<file path="config.mk">
export PLATFORM = sky130hd
export DESIGN_NAME = msc_exec
export DESIGN_NICKNAME = d
export VERILOG_FILES = /design/src/logic/msc_pkg.sv /design/src/logic/msc_mult.sv /design/src/logic/msc_negate.sv /design/src/logic/msc_exec.sv
export SDC_FILE = /design/constraint.sdc
export NUM_CORES = 1
export LEC_CHECK = 0
export BUFFER_PORTS_ARGS = -buffer_cell sky130_fd_sc_hd__buf_2
export CAP_MARGIN = 20
export CELL_PAD_IN_SITES_DETAIL_PLACEMENT = 1
export CELL_PAD_IN_SITES_GLOBAL_PLACEMENT = 1
export CORE_ASPECT_RATIO = 1.4
export CORE_UTILIZATION = 49
export DETAILED_ROUTE_END_ITERATION = 12
export GPL_ROUTABILITY_DRIVEN = 0
export HOLD_SLACK_MARGIN = 0.1
export PLACE_DENSITY = 0.93
export SYNTH_ARGS = -nofsm -noshare
export SYNTH_HDL_FRONTEND = slang
export SYNTH_SLANG_ARGS = --single-unit
</file>
<file path="constraint.sdc">
create_clock -name clk_sys -period 10.7 [get_ports clk_sys]
set_input_delay 0 -clock clk_sys [delete_from_list [all_inputs] [get_ports clk_sys]]
set_output_delay 0 -clock clk_sys [all_outputs]
set_load 0.1 [all_outputs]
</file>
<file path="src/logic/msc_pkg.sv">
`default_nettype none
// ==========================================
// Shared widths, codes and counts
package msc_pkg;
	localparam int DATA_W  = 16;
	localparam int PROD_W  = 33;
	localparam int ACC_W   = 40;
	localparam int SHORT_W = 5;
	localparam int LONG_W  = 15;
	localparam int IDX_W   = 4;
	localparam int STAT_W  = 5;
	localparam int CNT_W   = 3;
	localparam int NIB_W   = 4;

	// Status bit positions
	localparam int STAT_C  = 0;
	localparam int STAT_DC = 1;
	localparam int STAT_N  = 2;
	localparam int STAT_OV = 3;
	localparam int STAT_Z  = 4;

	localparam logic [STAT_W-1:0] STAT_RESET   = 5'h00;
	localparam logic [DATA_W-1:0] DATA_ZERO    = 16'h0000;
	localparam logic [DATA_W-1:0] DATA_ONE     = 16'h0001;
	localparam logic [DATA_W-1:0] MOST_NEG     = 16'h8000;
	localparam logic [NIB_W-1:0]  NIB_ZERO     = 4'h0;
	localparam logic [LONG_W-1:0] LOOP_ZERO    = 15'h0000;
	localparam logic [LONG_W-1:0] LOOP_STEP    = 15'h0001;
	localparam logic [SHORT_W-1:0] SHORT_ZERO  = 5'h00;

	// Instruction cycle counts
	localparam logic [CNT_W-1:0] CYC_SINGLE     = 3'h1;
	localparam logic [CNT_W-1:0] CYC_DOUBLE     = 3'h2;
	localparam logic [CNT_W-1:0] CYC_CALL       = 3'h4;
	localparam logic [CNT_W-1:0] CYC_IRET       = 3'h6;
	localparam logic [CNT_W-1:0] CYC_IRET_SHORT = 3'h5;
	localparam logic [CNT_W-1:0] CYC_PERIPH     = 3'h1;
	localparam logic [CNT_W-1:0] CNT_ZERO       = 3'h0;

	localparam logic POWER_SEL_SLEEP = 1'b0;

	typedef enum logic [13:0] {
		OP_PRODUCT       = 14'h0001,
		OP_PRODUCT_LOW   = 14'h0002,
		OP_SIGN_INVERT   = 14'h0004,
		OP_POP           = 14'h0008,
		OP_POP_DOUBLE    = 14'h0010,
		OP_POP_SHADOW    = 14'h0020,
		OP_PUSH          = 14'h0040,
		OP_PUSH_DOUBLE   = 14'h0080,
		OP_PUSH_SHADOW   = 14'h0100,
		OP_LOW_POWER     = 14'h0200,
		OP_REPEAT        = 14'h0400,
		OP_RELATIVE_CALL = 14'h0800,
		OP_IRET          = 14'h1000,
		OP_OTHER         = 14'h2000
	} msc_op_e;

	typedef enum logic [2:0] {
		DK_PAIR    = 3'h0,
		DK_SINGLE  = 3'h1,
		DK_ACC     = 3'h2,
		DK_FILE    = 3'h3,
		DK_DEFAULT = 3'h4
	} msc_dest_e;

	typedef enum logic [1:0] {
		ST_IDLE = 2'h1,
		ST_HOLD = 2'h2
	} msc_state_e;
endpackage : msc_pkg
`default_nettype wire

</file>
<file path="src/logic/msc_mult.sv">
`default_nettype none
// ==========================================
// Mixed-signedness 16x16 multiplier
module msc_mult
	import msc_pkg::*;
(
	input  wire logic [DATA_W-1:0] a,
	input  wire logic [DATA_W-1:0] b,
	input  wire logic              a_signed,
	input  wire logic              b_signed,
	output logic      [PROD_W-1:0] prod
);
	logic signed [DATA_W:0]     ax;
	logic signed [DATA_W:0]     bx;
	logic signed [2*DATA_W+1:0] full;

	// One guard bit per operand lets one signed multiplier cover all four forms
	assign ax   = {a_signed & a[DATA_W-1], a};
	assign bx   = {b_signed & b[DATA_W-1], b};
	assign full = ax * bx;
	assign prod = full[PROD_W-1:0];
endmodule : msc_mult
`default_nettype wire

</file>
<file path="src/logic/msc_negate.sv">
`default_nettype none
// ==========================================
// Two's-complement negate with flags
module msc_negate
	import msc_pkg::*;
(
	input  wire logic [DATA_W-1:0] operand,
	output logic      [DATA_W-1:0] result,
	output logic      [STAT_W-1:0] flags
);
	// Complement plus one
	assign result = (~operand) + DATA_ONE;

	// Carries out only when the operand is zero (whole word or low nibble)
	assign flags[STAT_C]  = (operand == DATA_ZERO);
	assign flags[STAT_DC] = (operand[NIB_W-1:0] == NIB_ZERO);
	assign flags[STAT_N]  = result[DATA_W-1];
	assign flags[STAT_OV] = (operand == MOST_NEG);
	assign flags[STAT_Z]  = (result == DATA_ZERO);
endmodule : msc_negate
`default_nettype wire

</file>
<file path="src/logic/msc_exec.sv">
`default_nettype none
module msc_exec
	import msc_pkg::*;
(
	input  wire logic                clk_sys,
	input  wire logic                sys_rst,
	input  wire logic                issue,
	input  wire msc_op_e             op,
	input  wire logic                base_signed,
	input  wire logic                src_signed,
	input  wire logic                use_const,
	input  wire msc_dest_e           dest_kind,
	input  wire logic [IDX_W-1:0]    dest_idx,
	input  wire logic                acc_sel,
	input  wire logic [DATA_W-1:0]   base_working_reg,
	input  wire logic [DATA_W-1:0]   source_working_reg,
	input  wire logic [DATA_W-1:0]   source_hi_reg,
	input  wire logic [SHORT_W-1:0]  short_const_operand,
	input  wire logic [LONG_W-1:0]   long_const_operand,
	input  wire logic                count_from_reg,
	input  wire logic [DATA_W-1:0]   stack_top,
	input  wire logic [DATA_W-1:0]   stack_next,
	input  wire logic                power_select_const,
	input  wire logic                periph_access,
	input  wire logic                short_return,
	input  wire logic                wdt_timeout_evt,
	output logic                     ready,
	output logic                     wb_en,
	output msc_dest_e                wb_kind,
	output logic      [IDX_W-1:0]    wb_idx,
	output logic      [DATA_W-1:0]   wb_lo,
	output logic                     wb_hi_en,
	output logic      [DATA_W-1:0]   wb_hi,
	output logic                     acc_en,
	output logic                     acc_sel_out,
	output logic      [ACC_W-1:0]    acc_data,
	output logic                     stk_push,
	output logic      [DATA_W-1:0]   stk_push_data,
	output logic                     stk_pop,
	output logic      [STAT_W-1:0]   status,
	output logic                     sleep_req,
	output logic                     idle_req,
	output logic                     watchdog_timeout_flag,
	output logic                     sleep_flag,
	output logic                     stack_frame_active_flag,
	output logic                     repeat_active,
	output logic      [LONG_W-1:0]   repeat_left
);
	// ==========================================
	// Datapath
	msc_state_e          state;
	logic [CNT_W-1:0]    hold_left;
	logic [CNT_W-1:0]    next_extra;
	logic                accept;
	logic [DATA_W-1:0]   mul_b;
	logic                mul_b_signed;
	logic [PROD_W-1:0]   prod;
	logic [DATA_W-1:0]   neg_res;
	logic [STAT_W-1:0]   neg_flags;
	logic [STAT_W-1:0]   shadow;
	logic                second_push;
	logic                second_pop;
	logic [DATA_W-1:0]   push_hi;

	// Requests are only taken while idle; a busy cycle simply ignores issue
	assign ready  = (state == ST_IDLE);
	assign accept = issue && ready;

	// Literal is zero-extended and never treated as signed
	assign mul_b        = use_const ? {{(DATA_W-SHORT_W){1'b0}}, short_const_operand}
	                                : source_working_reg;
	assign mul_b_signed = src_signed && !use_const;

	msc_mult u_mult (
		.a        (base_working_reg),
		.b        (mul_b),
		.a_signed (base_signed),
		.b_signed (mul_b_signed),
		.prod     (prod)
	);

	msc_negate u_negate (
		.operand (source_working_reg),
		.result  (neg_res),
		.flags   (neg_flags)
	);

	// ==========================================
	// Cycle accounting
	// Extra cycles beyond the first, per operation
	always_comb begin
		case (op)
			OP_POP_DOUBLE, OP_PUSH_DOUBLE: next_extra = CYC_DOUBLE - CYC_SINGLE;
			OP_RELATIVE_CALL:             next_extra = CYC_CALL - CYC_SINGLE;
			OP_IRET:                      next_extra = short_return
			                                         ? CYC_IRET_SHORT - CYC_SINGLE
			                                         : CYC_IRET - CYC_SINGLE;
			default:                      next_extra = CNT_ZERO;
		endcase
		// Off-core register reads stall one more cycle
		if (periph_access) begin
			next_extra = next_extra + CYC_PERIPH;
		end
	end

	// Busy state machine
	always_ff @(posedge clk_sys) begin
		if (sys_rst) begin
			state     <= ST_IDLE;
			hold_left <= CNT_ZERO;
		end else begin
			case (state)
				ST_IDLE: begin
					if (accept && next_extra != CNT_ZERO) begin
						state     <= ST_HOLD;
						hold_left <= next_extra;
					end
				end
				ST_HOLD: begin
					hold_left <= hold_left - CYC_SINGLE;
					if (hold_left == CYC_SINGLE) begin
						state <= ST_IDLE;
					end
				end
				default: begin
					state     <= ST_IDLE;
					hold_left <= CNT_ZERO;
				end
			endcase
		end
	end

	// ==========================================
	// Stack traffic
	// Second word of a double transfer follows one cycle after the first
	always_ff @(posedge clk_sys) begin
		if (sys_rst) begin
			stk_push      <= 1'b0;
			stk_pop       <= 1'b0;
			stk_push_data <= DATA_ZERO;
			second_push   <= 1'b0;
			second_pop    <= 1'b0;
			push_hi       <= DATA_ZERO;
		end else begin
			stk_push    <= 1'b0;
			stk_pop     <= 1'b0;
			second_push <= 1'b0;
			second_pop  <= 1'b0;
			if (accept && (op == OP_PUSH || op == OP_PUSH_DOUBLE)) begin
				stk_push      <= 1'b1;
				stk_push_data <= source_working_reg;
				second_push   <= (op == OP_PUSH_DOUBLE);
				push_hi       <= source_hi_reg;
			end else if (accept && (op == OP_POP || op == OP_POP_DOUBLE)) begin
				stk_pop    <= 1'b1;
				second_pop <= (op == OP_POP_DOUBLE);
			end else if (second_push) begin
				stk_push      <= 1'b1;
				stk_push_data <= push_hi;
			end else if (second_pop) begin
				stk_pop <= 1'b1;
			end
		end
	end

	// ==========================================
	// Result writeback
	// One-cycle write strobes; data holds until the next write
	always_ff @(posedge clk_sys) begin
		if (sys_rst) begin
			wb_en       <= 1'b0;
			wb_kind     <= DK_SINGLE;
			wb_idx      <= '0;
			wb_lo       <= DATA_ZERO;
			wb_hi_en    <= 1'b0;
			wb_hi       <= DATA_ZERO;
			acc_en      <= 1'b0;
			acc_sel_out <= 1'b0;
			acc_data    <= '0;
		end else begin
			wb_en    <= 1'b0;
			wb_hi_en <= 1'b0;
			acc_en   <= 1'b0;
			if (accept) begin
				wb_idx <= dest_idx;
				case (op)
					OP_PRODUCT: begin
						if (dest_kind == DK_ACC) begin
							acc_en      <= 1'b1;
							acc_sel_out <= acc_sel;
							acc_data    <= {{(ACC_W-PROD_W){prod[PROD_W-1]}}, prod};
						end else begin
							wb_en    <= 1'b1;
							wb_kind  <= dest_kind;
							wb_lo    <= prod[DATA_W-1:0];
							wb_hi_en <= (dest_kind == DK_PAIR);
							wb_hi    <= prod[2*DATA_W-1:DATA_W];
						end
					end
					OP_PRODUCT_LOW: begin
						wb_en   <= 1'b1;
						wb_kind <= DK_SINGLE;
						wb_lo   <= prod[DATA_W-1:0];
					end
					OP_SIGN_INVERT: begin
						wb_en   <= 1'b1;
						wb_kind <= dest_kind;
						wb_lo   <= neg_res;
					end
					OP_POP: begin
						wb_en   <= 1'b1;
						wb_kind <= dest_kind;
						wb_lo   <= stack_top;
					end
					OP_POP_DOUBLE: begin
						// Top word was pushed last, so it lands in the higher register
						wb_en    <= 1'b1;
						wb_kind  <= DK_PAIR;
						wb_lo    <= stack_next;
						wb_hi_en <= 1'b1;
						wb_hi    <= stack_top;
					end
					default: begin
						wb_en <= 1'b0;
					end
				endcase
			end
		end
	end

	// ==========================================
	// Status flags and shadow copy
	always_ff @(posedge clk_sys) begin
		if (sys_rst) begin
			status <= STAT_RESET;
			shadow <= STAT_RESET;
		end else if (accept) begin
			if (op == OP_SIGN_INVERT) begin
				status <= neg_flags;
			end else if (op == OP_PUSH_SHADOW) begin
				shadow <= status;
			end else if (op == OP_POP_SHADOW) begin
				status <= shadow;
			end
		end
	end

	// ==========================================
	// Power entry, watchdog and frame flags
	// A watchdog event in the same cycle as power entry keeps its flag set
	always_ff @(posedge clk_sys) begin
		if (sys_rst) begin
			sleep_req               <= 1'b0;
			idle_req                <= 1'b0;
			watchdog_timeout_flag   <= 1'b0;
			sleep_flag              <= 1'b0;
			stack_frame_active_flag <= 1'b0;
		end else begin
			sleep_req <= accept && op == OP_LOW_POWER && power_select_const == POWER_SEL_SLEEP;
			idle_req  <= accept && op == OP_LOW_POWER && power_select_const != POWER_SEL_SLEEP;
			if (wdt_timeout_evt) begin
				watchdog_timeout_flag <= 1'b1;
			end else if (accept && op == OP_LOW_POWER) begin
				watchdog_timeout_flag <= 1'b0;
			end
			if (accept && op == OP_LOW_POWER && power_select_const == POWER_SEL_SLEEP) begin
				sleep_flag <= 1'b1;
			end
			if (accept && op == OP_RELATIVE_CALL) begin
				stack_frame_active_flag <= 1'b1;
			end else if (accept && op == OP_IRET) begin
				stack_frame_active_flag <= 1'b0;
			end
		end
	end

	// ==========================================
	// Loop prefix counter
	// Holds the executions still owed after the next one
	always_ff @(posedge clk_sys) begin
		if (sys_rst) begin
			repeat_left <= LOOP_ZERO;
		end else if (accept && op == OP_REPEAT) begin
			repeat_left <= count_from_reg ? source_working_reg[LONG_W-1:0]
			                              : long_const_operand;
		end else if (accept && repeat_left != LOOP_ZERO) begin
			repeat_left <= repeat_left - LOOP_STEP;
		end
	end

	assign repeat_active = (repeat_left != LOOP_ZERO);

	// ==========================================
	// Checks
	pair_write_a: assert property (
		@(posedge clk_sys) disable iff (sys_rst)
		accept && op == OP_PRODUCT && dest_kind == DK_PAIR
		|=> wb_en && wb_hi_en && {wb_hi, wb_lo} == $past(prod[2*DATA_W-1:0]))
		else $error("pair product not written");
	acc_flags_a: assert property (
		@(posedge clk_sys) disable iff (sys_rst)
		accept && op == OP_PRODUCT && dest_kind == DK_ACC
		|=> acc_en && !wb_en && $stable(status))
		else $error("accumulator product wrong");
	const_unsigned_a: assert property (
		@(posedge clk_sys) disable iff (sys_rst)
		accept && op == OP_PRODUCT && use_const && !base_signed
		|-> prod[PROD_W-1:DATA_W+SHORT_W] == '0)
		else $error("literal product went negative");
	low_word_a: assert property (
		@(posedge clk_sys) disable iff (sys_rst)
		accept && op == OP_PRODUCT_LOW && !periph_access
		|=> wb_en && !wb_hi_en && ready && wb_lo == $past(prod[DATA_W-1:0]))
		else $error("low word product wrong");
	negate_val_a: assert property (
		@(posedge clk_sys) disable iff (sys_rst)
		accept && op == OP_SIGN_INVERT
		|=> wb_lo == DATA_ZERO - $past(source_working_reg) && status == $past(neg_flags))
		else $error("negate result wrong");
	pop_double_a: assert property (
		@(posedge clk_sys) disable iff (sys_rst)
		accept && op == OP_POP_DOUBLE && !periph_access
		|=> stk_pop && !ready ##1 stk_pop && ready)
		else $error("double pop timing wrong");
	push_double_a: assert property (
		@(posedge clk_sys) disable iff (sys_rst)
		accept && op == OP_PUSH_DOUBLE && !periph_access
		|=> stk_push && $stable(status) ##1 stk_push && ready
		&& stk_push_data == $past(source_hi_reg, 2))
		else $error("double push wrong");
	shadow_back_a: assert property (
		@(posedge clk_sys) disable iff (sys_rst)
		accept && op == OP_PUSH_SHADOW ##1 (accept && op == OP_POP_SHADOW)
		|=> status == $past(status, 2))
		else $error("shadow restore wrong");
	call_cycles_a: assert property (
		@(posedge clk_sys) disable iff (sys_rst)
		accept && op == OP_RELATIVE_CALL && !periph_access
		|=> !ready [*3] ##1 ready && stack_frame_active_flag)
		else $error("call length wrong");
	periph_extra_a: assert property (
		@(posedge clk_sys) disable iff (sys_rst)
		accept && (op == OP_OTHER || op == OP_POP) && periph_access
		|=> !ready ##1 ready)
		else $error("peripheral stall wrong");
	loop_load_a: assert property (
		@(posedge clk_sys) disable iff (sys_rst)
		accept && op == OP_REPEAT && !count_from_reg
		|=> repeat_left == $past(long_const_operand))
		else $error("loop count not loaded");
endmodule : msc_exec
`default_nettype wire

</file>
==> insert_results.sql, run 1 <==
INSERT INTO impl_metrics (metric_group, metric, value, unit) VALUES
('synth', 'synthDistinctLibCells', '75', ''),
('synth', 'syn-instance-count', '2093', ''),
('placement', 'portBuffers', '260', ''),
('synth', 'syn_nets', '2606', ''),
('synth', 'ys.flop_type', 'dfxtp_1', ''),
('clock_tree', 'number_of_clock_buffers_inserted_by_tritoncts', '17', ''),
('floorplan', 'top_level_ports', '261', ''),
('global_route', 'groute.usage.overall', '77.4', '%'),
('global_route', 'remaining_global_route_overflow', '138', ''),
('clock_tree', 'clock_tree.htree_level_count', '4', ''),
('clock_tree', 'cts_setup_buffers', '0', ''),
('synth', 'synth_xor_area_share', '2.94', '%'),
('global_route', 'grt_max_degree', '76', ''),
('placement', 'sum_of_net_half_perimeters_after_detailed_placement', '56.4', 'mm'),
('outcome', 'stop_stage', '5_1_grt', ''),
('outcome', 'error_text_reported_by_the_tool', '[ERROR GRT-0232] Routing congestion too high. Check the congestion heatmap in the GUI.', ''),
('outcome', 'status', 'stopped before the end', ''),
('synth', 'asyncSetResetFlopFracSynth', '0', '%'),
('synth', 'synthMuxAreaShare', '2.74', '%'),
('synth', 'synth_adder_area_share', '38.2', '%'),
('clock_tree', 'clk_path_buf_depth', '2', ''),
('floorplan', 'fp-row-count', '83', ''),
('synth', 'synth_seq_cells', '147', ''),
('synth', 'synth.avg_cell_area', '8.67', 'sq um'),
('clock_tree', 'clock-sinks', '147', ''),
('synth', 'ys.warnings.count', '0', ''),
('synth', 'synth_simple_gate_area_share', '19.7', '%'),
('floorplan', 'chipHeight', '230', 'um'),
('floorplan', 'chipWidth', '165', 'um'),
('synth', 'sequential_element_share_of_the_synthesized_area', '16.2', '%'),
('synth', 'number_of_flops_mapped_to_enable_cells_by_yosys', '0', ''),
('synth', 'compound_gate_fraction_of_synth_area', '10.4', '%'),
('clock_tree', 'cts-root-buf', 'clkbuf_16', ''),
('floorplan', 'floorplan.initialDensity', '49.7', '%'),
('global_route', 'antenna_found_initial', '41', ''),
('clock_tree', 'cts_resized', '0', ''),
('synth', 'synth_area', '18200', 'sq um'),
('synth', 'main_combinational_cell_family_by_area_after_synthesis', 'adder cells', '');
repair_timing:
item                       in CTS
hold endpoints to repair       89
hold buffers                  108
setup endpoints to repair       0
cells by family after synthesis:
family                     Yosys count
DFF                                147
AOI/OAI and AO/OA                  282
and+or+nand+nor                    721
buffers and inverters              453
muxes                               49
adders and majority gates          380
xor gates and xnor gates            61
Yosys cell counts, types with 7 or more instances:
library cell | n | area [sq um]
a21o_1 | 11 | 82.6
a211oi_1 | 44 | 330
nand2b_1 | 13 | 81.3
nand2_1 | 293 | 1100
nor2b_1 | 53 | 332
nor3_1 | 25 | 125
fa_1 | 290 | 5810
xnor2_1 | 40 | 350
a21oi_1 | 83 | 415
ha_1 | 90 | 1130
o21ai_0 | 33 | 165
dfxtp_1 | 147 | 2940
xor2_1 | 21 | 184
nor4_1 | 11 | 68.8
o21a_1 | 17 | 128
and2_1 | 104 | 651
nor2_1 | 121 | 454
clkbuf_1 | 95 | 357
inv_1 | 340 | 1280
a31oi_1 | 15 | 93.8
a311oi_1 | 10 | 87.6
o21ai_1 | 7 | 35.0
mux2i_1 | 43 | 430
nand3_1 | 26 | 130
nor4b_1 | 7 | 61.3
a222oi_1 | 15 | 150
buf_4 | 7 | 52.6
nand4_1 | 11 | 68.8
and3_1 | 7 | 43.8
or2_2 | 9 | 56.3
or4_1 | 7 | 52.6
layer usage:
layer | GRT usage, % | overflow
met1 | 76.7 | 0
met2 | 91.1 | 66
met3 | 65.9 | 0
met4 | 76.7 | 72
met5 | 32.8 | 0
stage by stage:
stage               instances  hold slack (ns)  setup WS, ns  area, sq um  util (%)
global placement         2723            0.193          3.92        19700      53.9
CTS                      2863            0.103          3.18        21400      58.5
floorplan                2093           0.0725          4.35        18200         -
detailed placement       2723            0.207          3.40        19700      53.9
==> inputs of run 2 (changes only) <==
CELL_PAD_IN_SITES_DETAIL_PLACEMENT = unset   (was 1)
CELL_PAD_IN_SITES_GLOBAL_PLACEMENT = unset   (was 1)
CORE_ASPECT_RATIO = unset   (was 1.4)
CORE_UTILIZATION = 35   (was 49)
HOLD_SLACK_MARGIN = unset   (was 0.1)
PLACE_DENSITY = unset   (was 0.93)
PLACE_DENSITY_LB_ADDON = 0.15   (was unset)
==> insert_results.sql, run 2 <==
INSERT INTO impl_metrics (metric_group, metric, value, unit) VALUES
('power_and_ir_drop', 'leakage_dissipation', '10.2', 'nW'),
('synth', 'synth_seq_cells', '147', ''),
('floorplan', 'fp.dieArea', '52800', 'sq um'),
('power_and_ir_drop', 'total_power', '5.52', 'mW'),
('global_route', 'antenna_found_initial', '8', ''),
('power_and_ir_drop', 'ir_drop', '0.000266', 'V'),
('cells_and_area', 'area.growth.synth_to_final', '18.1', '%'),
('setup_path', 'kind_of_start_point_of_the_critical_path', 'input pin', ''),
('synth', 'asyncSetResetFlopFracSynth', '0', '%'),
('clock_tree', 'clk_transition_reported_paths', '0.07', 'ns'),
('synth', 'synthMostInstantiatedCell', 'inv_1', ''),
('sta', 'worst_slew_margin_rel', '24.9', '%'),
('sta', 'post-route-min-period', '6.97', 'ns'),
('setup_path', 'slowest_stage', 'o32ai_1', ''),
('global_route', 'groute.usage.overall', '23.8', '%'),
('setup_path', 'rrSetupSlack', '7.78', 'ns'),
('synth', 'ys.flop_type', 'dfxtp_1', ''),
('setup_path', 'end_kind', 'flip-flop', ''),
('routing', 'detail_route.drc_violations', '0', ''),
('routing', 'drtAntennaViolNets', '0', ''),
('synth', 'yosys_top_cell_area_share', '32.0', '%'),
('floorplan', 'fp-row-count', '83', ''),
('setup_path', 'path_common_cell', 'fa_1', ''),
('routing', 'vias', '15558', ''),
('flow_run', 'maxCapViolCount', '0', ''),
('synth', 'synthTopCellsByArea', 'fa_1 (32%), dfxtp_1 (16%), inv_1 (7.0%)', ''),
('cells_and_area', 'flip_flop_count_of_the_largest_register_after_layout', '33', ''),
('routing', 'routed_wl', '61.0', 'mm'),
('synth', 'synthDistinctLibCells', '75', ''),
('setup_path', 'reg2reg_end', 'repeat_left[12]$_SDFFE_PP0P_', ''),
('sta', 'worst-slew-pin-transition', '1.12', 'ns'),
('cells_and_area', 'drive_gt1_share', '14.7', '%'),
('placement', 'portBuffers', '260', ''),
('worst_hold_path', 'worst_hold_path_type', 'input pin to flip-flop', ''),
('clock_tree', 'clock_latency_at_the_later_pin_of_the_worst_skew_pair', '0.45', 'ns'),
('synth', 'yosysTopAreaCell', 'fa_1', ''),
('synth', 'synth_top_cells_by_count', 'inv_1 (340), nand2_1 (293), fa_1 (290), dfxtp_1 (147), nor2_1 (121)', ''),
('setup_path', 'crit_chain', 'dlygate4sd3_1 > buf_2 > nor2b_1 > buf_4 > nand2_1 > fa_1 > inv_1 > fa_1 > inv_1 > fa_1 > inv_1 > fa_1 > fa_1 > inv_1 > fa_1 > inv_1 > ha_1 > and4_1 > a32oi_2 > o32ai_1 > o21a_1 > o21ai_0 > or4_1 > nand3_1', ''),
('sta', 'fmaxAchievable', '144', 'MHz'),
('clock_tree', 'clk_path_buf_depth', '2', ''),
('placement', 'sum_of_net_half_perimeters_after_detailed_placement', '47.5', 'mm'),
('routing', 'drt_iter0_markers', '1152', ''),
('sta', 'final.setup.tns', '0', 'ns'),
('floorplan', 'chipHeight', '230', 'um'),
('sta', 'rsz0062_at_grt', 'false', ''),
('floorplan', 'floorplan.initialDensity', '35.4', '%'),
('synth', 'syn_nets', '2606', ''),
('synth', 'ys.warnings.count', '0', ''),
('floorplan', 'top_level_ports', '261', ''),
('synth', 'synth.avg_cell_area', '8.67', 'sq um'),
('worst_hold_path', 'hold_path_end', 'second_push$_SDFF_PP0_', ''),
('cells_and_area', 'final_cell_mix', 'inv_1 (340), nand2_1 (293), fa_1 (290)', ''),
('global_route', 'remaining_global_route_overflow', '0', ''),
('sta', 'hold-worst-slack', '0.0249', 'ns'),
('setup_path', 'slowest_delay', '0.63', 'ns'),
('worst_hold_path', 'timing.hold.worst.start', 'op[6]', ''),
('setup_path', 'timing_worst_setup_path_type', 'input pin to flip-flop', ''),
('floorplan', 'floorplan.core_area', '51300', 'sq um'),
('synth', 'number_of_flops_mapped_to_enable_cells_by_yosys', '0', ''),
('synth', 'syn-instance-count', '2093', ''),
('synth', 'sequential_element_share_of_the_synthesized_area', '16.2', '%'),
('setup_path', 'timing.critical_path.required', '11.10', 'ns'),
('clock_tree', 'cts_hold_buf', '83', ''),
('global_route', 'grt_pass1_wl', '95.4', 'mm'),
('sta', 'final-setup-viol-count', '0', ''),
('sta', 'timing.clock.skew', '0.0128', 'ns'),
('sta', 'slew_violations', '0', ''),
('sta', 'fin_crit_sh', '65.1', '%'),
('clock_tree', 'clock_tree.htree_level_count', '4', ''),
('routing', 'detail_route.vias_per_cell', '5.09', ''),
('clock_tree', 'tritoncts', 'done', ''),
('clock_tree', 'number_of_clock_buffers_inserted_by_tritoncts', '17', ''),
('global_route', 'vias_in_the_first_global_route', '16237', ''),
('routing', 'wl_per_cell', '19.9', 'um'),
('floorplan', 'chipWidth', '230', 'um'),
('worst_hold_path', 'hold_path_cells', '3', ''),
('clock_tree', 'clock-sinks', '147', ''),
('setup_path', 'rr_startpoint', 'repeat_left[6]$_SDFFE_PP0P_', ''),
('synth', 'synth_area', '18200', 'sq um'),
('clock_tree', 'cts_setup_buffers', '0', ''),
('power_and_ir_drop', 'power.density_cell_area', '258', 'nW/um^2'),
('setup_path', 'worst_r2r_path_depth', '8', ''),
('cells_and_area', 'largest_register_by_flop_count', 'acc_data', ''),
('setup_path', 'worst_path_arrival_time', '7.36', 'ns'),
('sta', 'final_hold_viol_count', '0', ''),
('global_route', 'grt_max_degree', '50', ''),
('outcome', 'status', 'completed', ''),
('routing', 'dr.pass1.iters', '7', ''),
('clock_tree', 'cts_resized', '0', ''),
('cells_and_area', 'net_total_in_the_final_layout', '2874', ''),
('cells_and_area', 'layout.cells.most_common', 'inv_1', ''),
('setup_path', 'critPathMaxFanout', '13', ''),
('clock_tree', 'cts-root-buf', 'clkbuf_16', '');
## run 2: how the worst max path moves through the flow
stage	startpoint	to	slack [ns]	depth (start not counted)
finish	source_working_reg[9]	acc_data[29]$_SDFFE_PP0P_	3.73	24
global route	source_working_reg[4]	wb_hi[15]$_SDFFE_PP0P_	3.39	22
CTS	source_working_reg[9]	acc_data[29]$_SDFFE_PP0P_	3.76	24
detailed placement	use_const	acc_data[29]$_SDFFE_PP0P_	3.69	23
global placement	use_const	acc_data[29]$_SDFFE_PP0P_	3.79	23
floorplan	use_const	acc_data[29]$_SDFFE_PP0P_	4.35	23
## run 2: cell families (layout without fill, tap and decap cells)
logic type                 Yosys count  in the layout  synth area share, %
and+or+nand+nor                    721            721                 19.7
buffers and inverters              453            734                 9.79
adders and majority gates          380            380                 38.2
AOI/OAI and AO/OA                  282            282                 10.4
DFF                                147            147                 16.2
xor gates and xnor gates            61             61                 2.94
muxes                               49             49                 2.74
other                                0              4                    0
## run 2: critical path, delay by kind of cell
family          cells  cell delay, ns
buf+inv             8            1.37
compound gates      4            1.21
fa+ha+maj           7            3.42
simple gates        5            1.35
## run 2: per-layer routing
layer / vias to the layer above / GRT usage (%) / share of wire, %
met5: - / 0 / 0.077
met3: 101 / 6.01 / 7.0
li1: 7207 / - / -
met2: 457 / 38.7 / 47
met4: 8 / 7.99 / 3.2
met1: 7785 / 30.6 / 43
## run 2: cell type report
cell class	count	area (sq um)
multi-input combinational	1493	13500
antenna	4	10.0
timing repair buffer	362	2280
sequential	147	2940
tap	680	851
clock buffer	17	425
clock inverter	15	185
fill	5298	29900
inverter	340	1280
## run 2: through the flow
| step | setup WS [ns] | std cells | util [%] | area, sq um |
|---|---|---|---|---|
| floorplan | 4.35 | 2093 | - | 18200 |
| global placement | 3.79 | 2938 | 38.9 | 20000 |
| detailed placement | 3.69 | 2938 | 38.9 | 20000 |
| CTS | 3.76 | 3053 | 41.8 | 21400 |
| global route | 3.39 | 3057 | 41.8 | 21400 |
| finish | 3.73 | 3058 | 41.8 | 21400 |
## run 2: report_power, final
part	total (mW)	internal, mW	switching, mW
Clock	0.637	0.337	0.300
Sequential	0.600	0.574	0.0259
Combinational	4.29	1.62	2.66
Note: power is estimated with default switching activity, not from simulation.
==> inputs of run 3 (changes only) <==
clock period = 7.1 ns   (was 10.7 ns; I/O delays follow)
==> insert_results.sql, run 3 (synthesis gave the netlist of run 2 again) <==
INSERT INTO impl_metrics (metric_group, metric, value, unit) VALUES
('clock_tree', 'clk_transition_reported_paths', '0.08', 'ns'),
('power_and_ir_drop', 'power_frac_comb', '77.9', '%'),
('setup_path', 'critical_path_s_top_delay_family', 'adder cells', ''),
('setup_path', 'end_kind', 'flip-flop', ''),
('floorplan', 'top_level_ports', '261', ''),
('cells_and_area', 'layout.cells.most_common', 'inv_1', ''),
('setup_path', 'worst_r2r_path_depth', '8', ''),
('global_route', 'vias_in_the_first_global_route', '16045', ''),
('cells_and_area', 'final_cell_mix', 'inv_1 (340), nand2_1 (293), fa_1 (290)', ''),
('clock_tree', 'clock_latency_at_the_later_pin_of_the_worst_skew_pair', '0.45', 'ns'),
('sta', 'worst-slew-pin-transition', '0.962', 'ns'),
('sta', 'timing.clock.skew', '0.0128', 'ns'),
('power_and_ir_drop', 'ir_drop', '0.000443', 'V'),
('setup_path', 'slowest_delay', '0.56', 'ns'),
('power_and_ir_drop', 'cellInternalPower', '3.81', 'mW'),
('power_and_ir_drop', 'clock_power_share', '11.3', '%'),
('routing', 'wl_per_cell', '19.9', 'um'),
('setup_path', 'kind_of_start_point_of_the_critical_path', 'input pin', ''),
('outcome', 'status', 'completed', ''),
('clock_tree', 'clock_tree.htree_level_count', '4', ''),
('setup_path', 'timing.critical_path.required', '7.46', 'ns'),
('cells_and_area', 'area.growth.synth_to_final', '18.4', '%'),
('cells_and_area', 'flip_flop_count_of_the_largest_register_after_layout', '33', ''),
('global_route', 'antenna_found_initial', '8', ''),
('sta', 'fin_crit_sh', '94.3', '%'),
('global_route', 'grt_max_degree', '81', ''),
('cells_and_area', 'drive_gt1_share', '15.2', '%'),
('clock_tree', 'cts_setup_buffers', '0', ''),
('power_and_ir_drop', 'power.share.sequential', '10.8', '%'),
('floorplan', 'chipHeight', '230', 'um'),
('floorplan', 'floorplan.core_area', '51300', 'sq um'),
('sta', 'slew_violations', '0', ''),
('routing', 'drt_iter0_markers', '1070', ''),
('floorplan', 'floorplan.initialDensity', '35.4', '%'),
('global_route', 'remaining_global_route_overflow', '0', ''),
('sta', 'final.setup.tns', '0', 'ns'),
('routing', 'detail_route.drc_violations', '0', ''),
('sta', 'fmaxAchievable', '149', 'MHz'),
('power_and_ir_drop', 'power.density_cell_area', '389', 'nW/um^2'),
('setup_path', 'worst_path_arrival_time', '7.05', 'ns'),
('floorplan', 'fp.dieArea', '52800', 'sq um'),
('setup_path', 'timing_worst_setup_path_type', 'input pin to flip-flop', ''),
('clock_tree', 'number_of_clock_buffers_inserted_by_tritoncts', '17', ''),
('setup_path', 'crit_chain', 'dlygate4sd3_1 > buf_2 > mux2_2 > buf_4 > and2_1 > fa_1 > inv_1 > fa_1 > inv_1 > ha_1 > fa_1 > inv_1 > fa_1 > inv_1 > fa_1 > ha_1 > a2111oi_1 > o21ai_1 > a32oi_2 > o21bai_1 > a2111oi_0 > a211oi_1 > a21o_1 > a211oi_1', ''),
('sta', 'worst_slew_margin_rel', '35.8', '%'),
('sta', 'final-setup-viol-count', '0', ''),
('global_route', 'grt_pass1_wl', '94.7', 'mm'),
('cells_and_area', 'largest_register_by_flop_count', 'acc_data', ''),
('sta', 'post-route-min-period', '6.69', 'ns'),
('power_and_ir_drop', 'power.share.switching', '54.5', '%'),
('worst_hold_path', 'worst_hold_path_type', 'input pin to flip-flop', ''),
('sta', 'final_hold_viol_count', '0', ''),
('routing', 'dr.pass1.iters', '7', ''),
('power_and_ir_drop', 'leakage_dissipation', '10.3', 'nW'),
('sta', 'rsz0062_at_grt', 'false', ''),
('routing', 'drtAntennaViolNets', '0', ''),
('placement', 'sum_of_net_half_perimeters_after_detailed_placement', '47.7', 'mm'),
('routing', 'detail_route.vias_per_cell', '5.10', ''),
('setup_path', 'critPathMaxFanout', '10', ''),
('cells_and_area', 'final_core_util', '41.9', '%'),
('clock_tree', 'clk_path_buf_depth', '2', ''),
('clock_tree', 'cts-root-buf', 'clkbuf_16', ''),
('cells_and_area', 'net_total_in_the_final_layout', '2883', ''),
('setup_path', 'total_buffers_and_inverters_traversed_by_the_critical_path', '7', ''),
('setup_path', 'cp.depth', '24', ''),
('global_route', 'groute.usage.overall', '23.5', '%'),
('placement', 'portBuffers', '260', ''),
('setup_path', 'path_common_cell', 'fa_1', ''),
('flow_run', 'maxCapViolCount', '0', ''),
('floorplan', 'fp-row-count', '83', ''),
('setup_path', 'slowest_stage', 'a2111oi_1', ''),
('clock_tree', 'clock-sinks', '147', ''),
('routing', 'vias', '15625', ''),
('clock_tree', 'tritoncts', 'done', ''),
('routing', 'routed_wl', '60.9', 'mm'),
('worst_hold_path', 'hold_path_cells', '3', ''),
('floorplan', 'chipWidth', '230', 'um'),
('power_and_ir_drop', 'power.switching', '4.56', 'mW');
[run 3: cell types whose count changed in the layout (fill, tap and decap cells not counted), sizes merged]
cell,delta
clkinvlp,-2
diode,-1
dlygate4sd3,-8
bufinv,-1
buf,+17
clkinv,+3
[run 3: timing repair]
item,4_1_cts,5_1_grt
endpoints found under the hold margin,77,0
hold buffers,75,0
resized for setup,0,1
setup endpoints to repair,0,1
[run 3: path summary, 6_finish.rpt]
kind,startpoint,end,slack (ns)
setup / recovery,source_working_reg[2],wb_hi[7]$_SDFFE_PP0P_,0.41
hold / removal,op[4],second_push$_SDFF_PP0_,0.03
setup reg to reg,repeat_left[6]$_SDFFE_PP0P_,repeat_left[9]$_SDFFE_PP0P_,4.25
hold reg to reg,acc_data[18]$_SDFFE_PP0P_,acc_data[18]$_SDFFE_PP0P_,0.45
[run 3: metal layers]
layer	share of wire [%]	track usage, %	vias up
li1	-	-	7219
met1	43	30.7	7811
met2	48	39.3	482
met3	6.5	4.77	105
met4	2.9	6.56	8
met5	0.087	0	-
[run 3: final cells by class]
cell class	count	area, sq um
Antenna cell	3	7.51
Fill cell	5171	29800
Clock buffer	17	425
Tap cell	680	851
Clock inverter	15	184
Timing Repair Buffer	371	2340
Multi-Input combinational cell	1493	13500
Sequential cell	147	2940
Inverter	340	1280
[run 3: power by group through the flow]
stage / Sequential (mW) / Combinational (mW) / Clock [mW]
floorplan: 1.15 / 4.53 / 0
global placement: 0.920 / 6.43 / 0
detailed placement: 0.922 / 6.43 / 0
CTS: 0.903 / 6.53 / 0.960
global route: 0.909 / 7.31 / 0.996
finish: 0.903 / 6.52 / 0.942
[run 3: metrics by stage]
stage	setup WS [ns]	instances	cell area, sq um	hold slack (ns)	total power, mW
finish	0.408	3066	21500	0.0252	8.37
global route	0.0298	3065	21500	0.0136	9.21
CTS	0.271	3061	21500	0.00138	8.39
detailed placement	0.358	2954	20100	0.207	7.36
global placement	0.386	2954	20100	0.205	7.35
floorplan	0.747	2093	18200	0.0725	5.68
[run 3: worst reg2reg max path: stages (launching register included)]
cell and delay, ns:
dfxtp_1 0.36, or4_1 0.59, nor4_1 0.56, a31oi_1 0.39, and3_1 0.36, nand3b_1 0.13, xnor2_1 0.12, nor2_1 0.06
a211oi_1 0.20
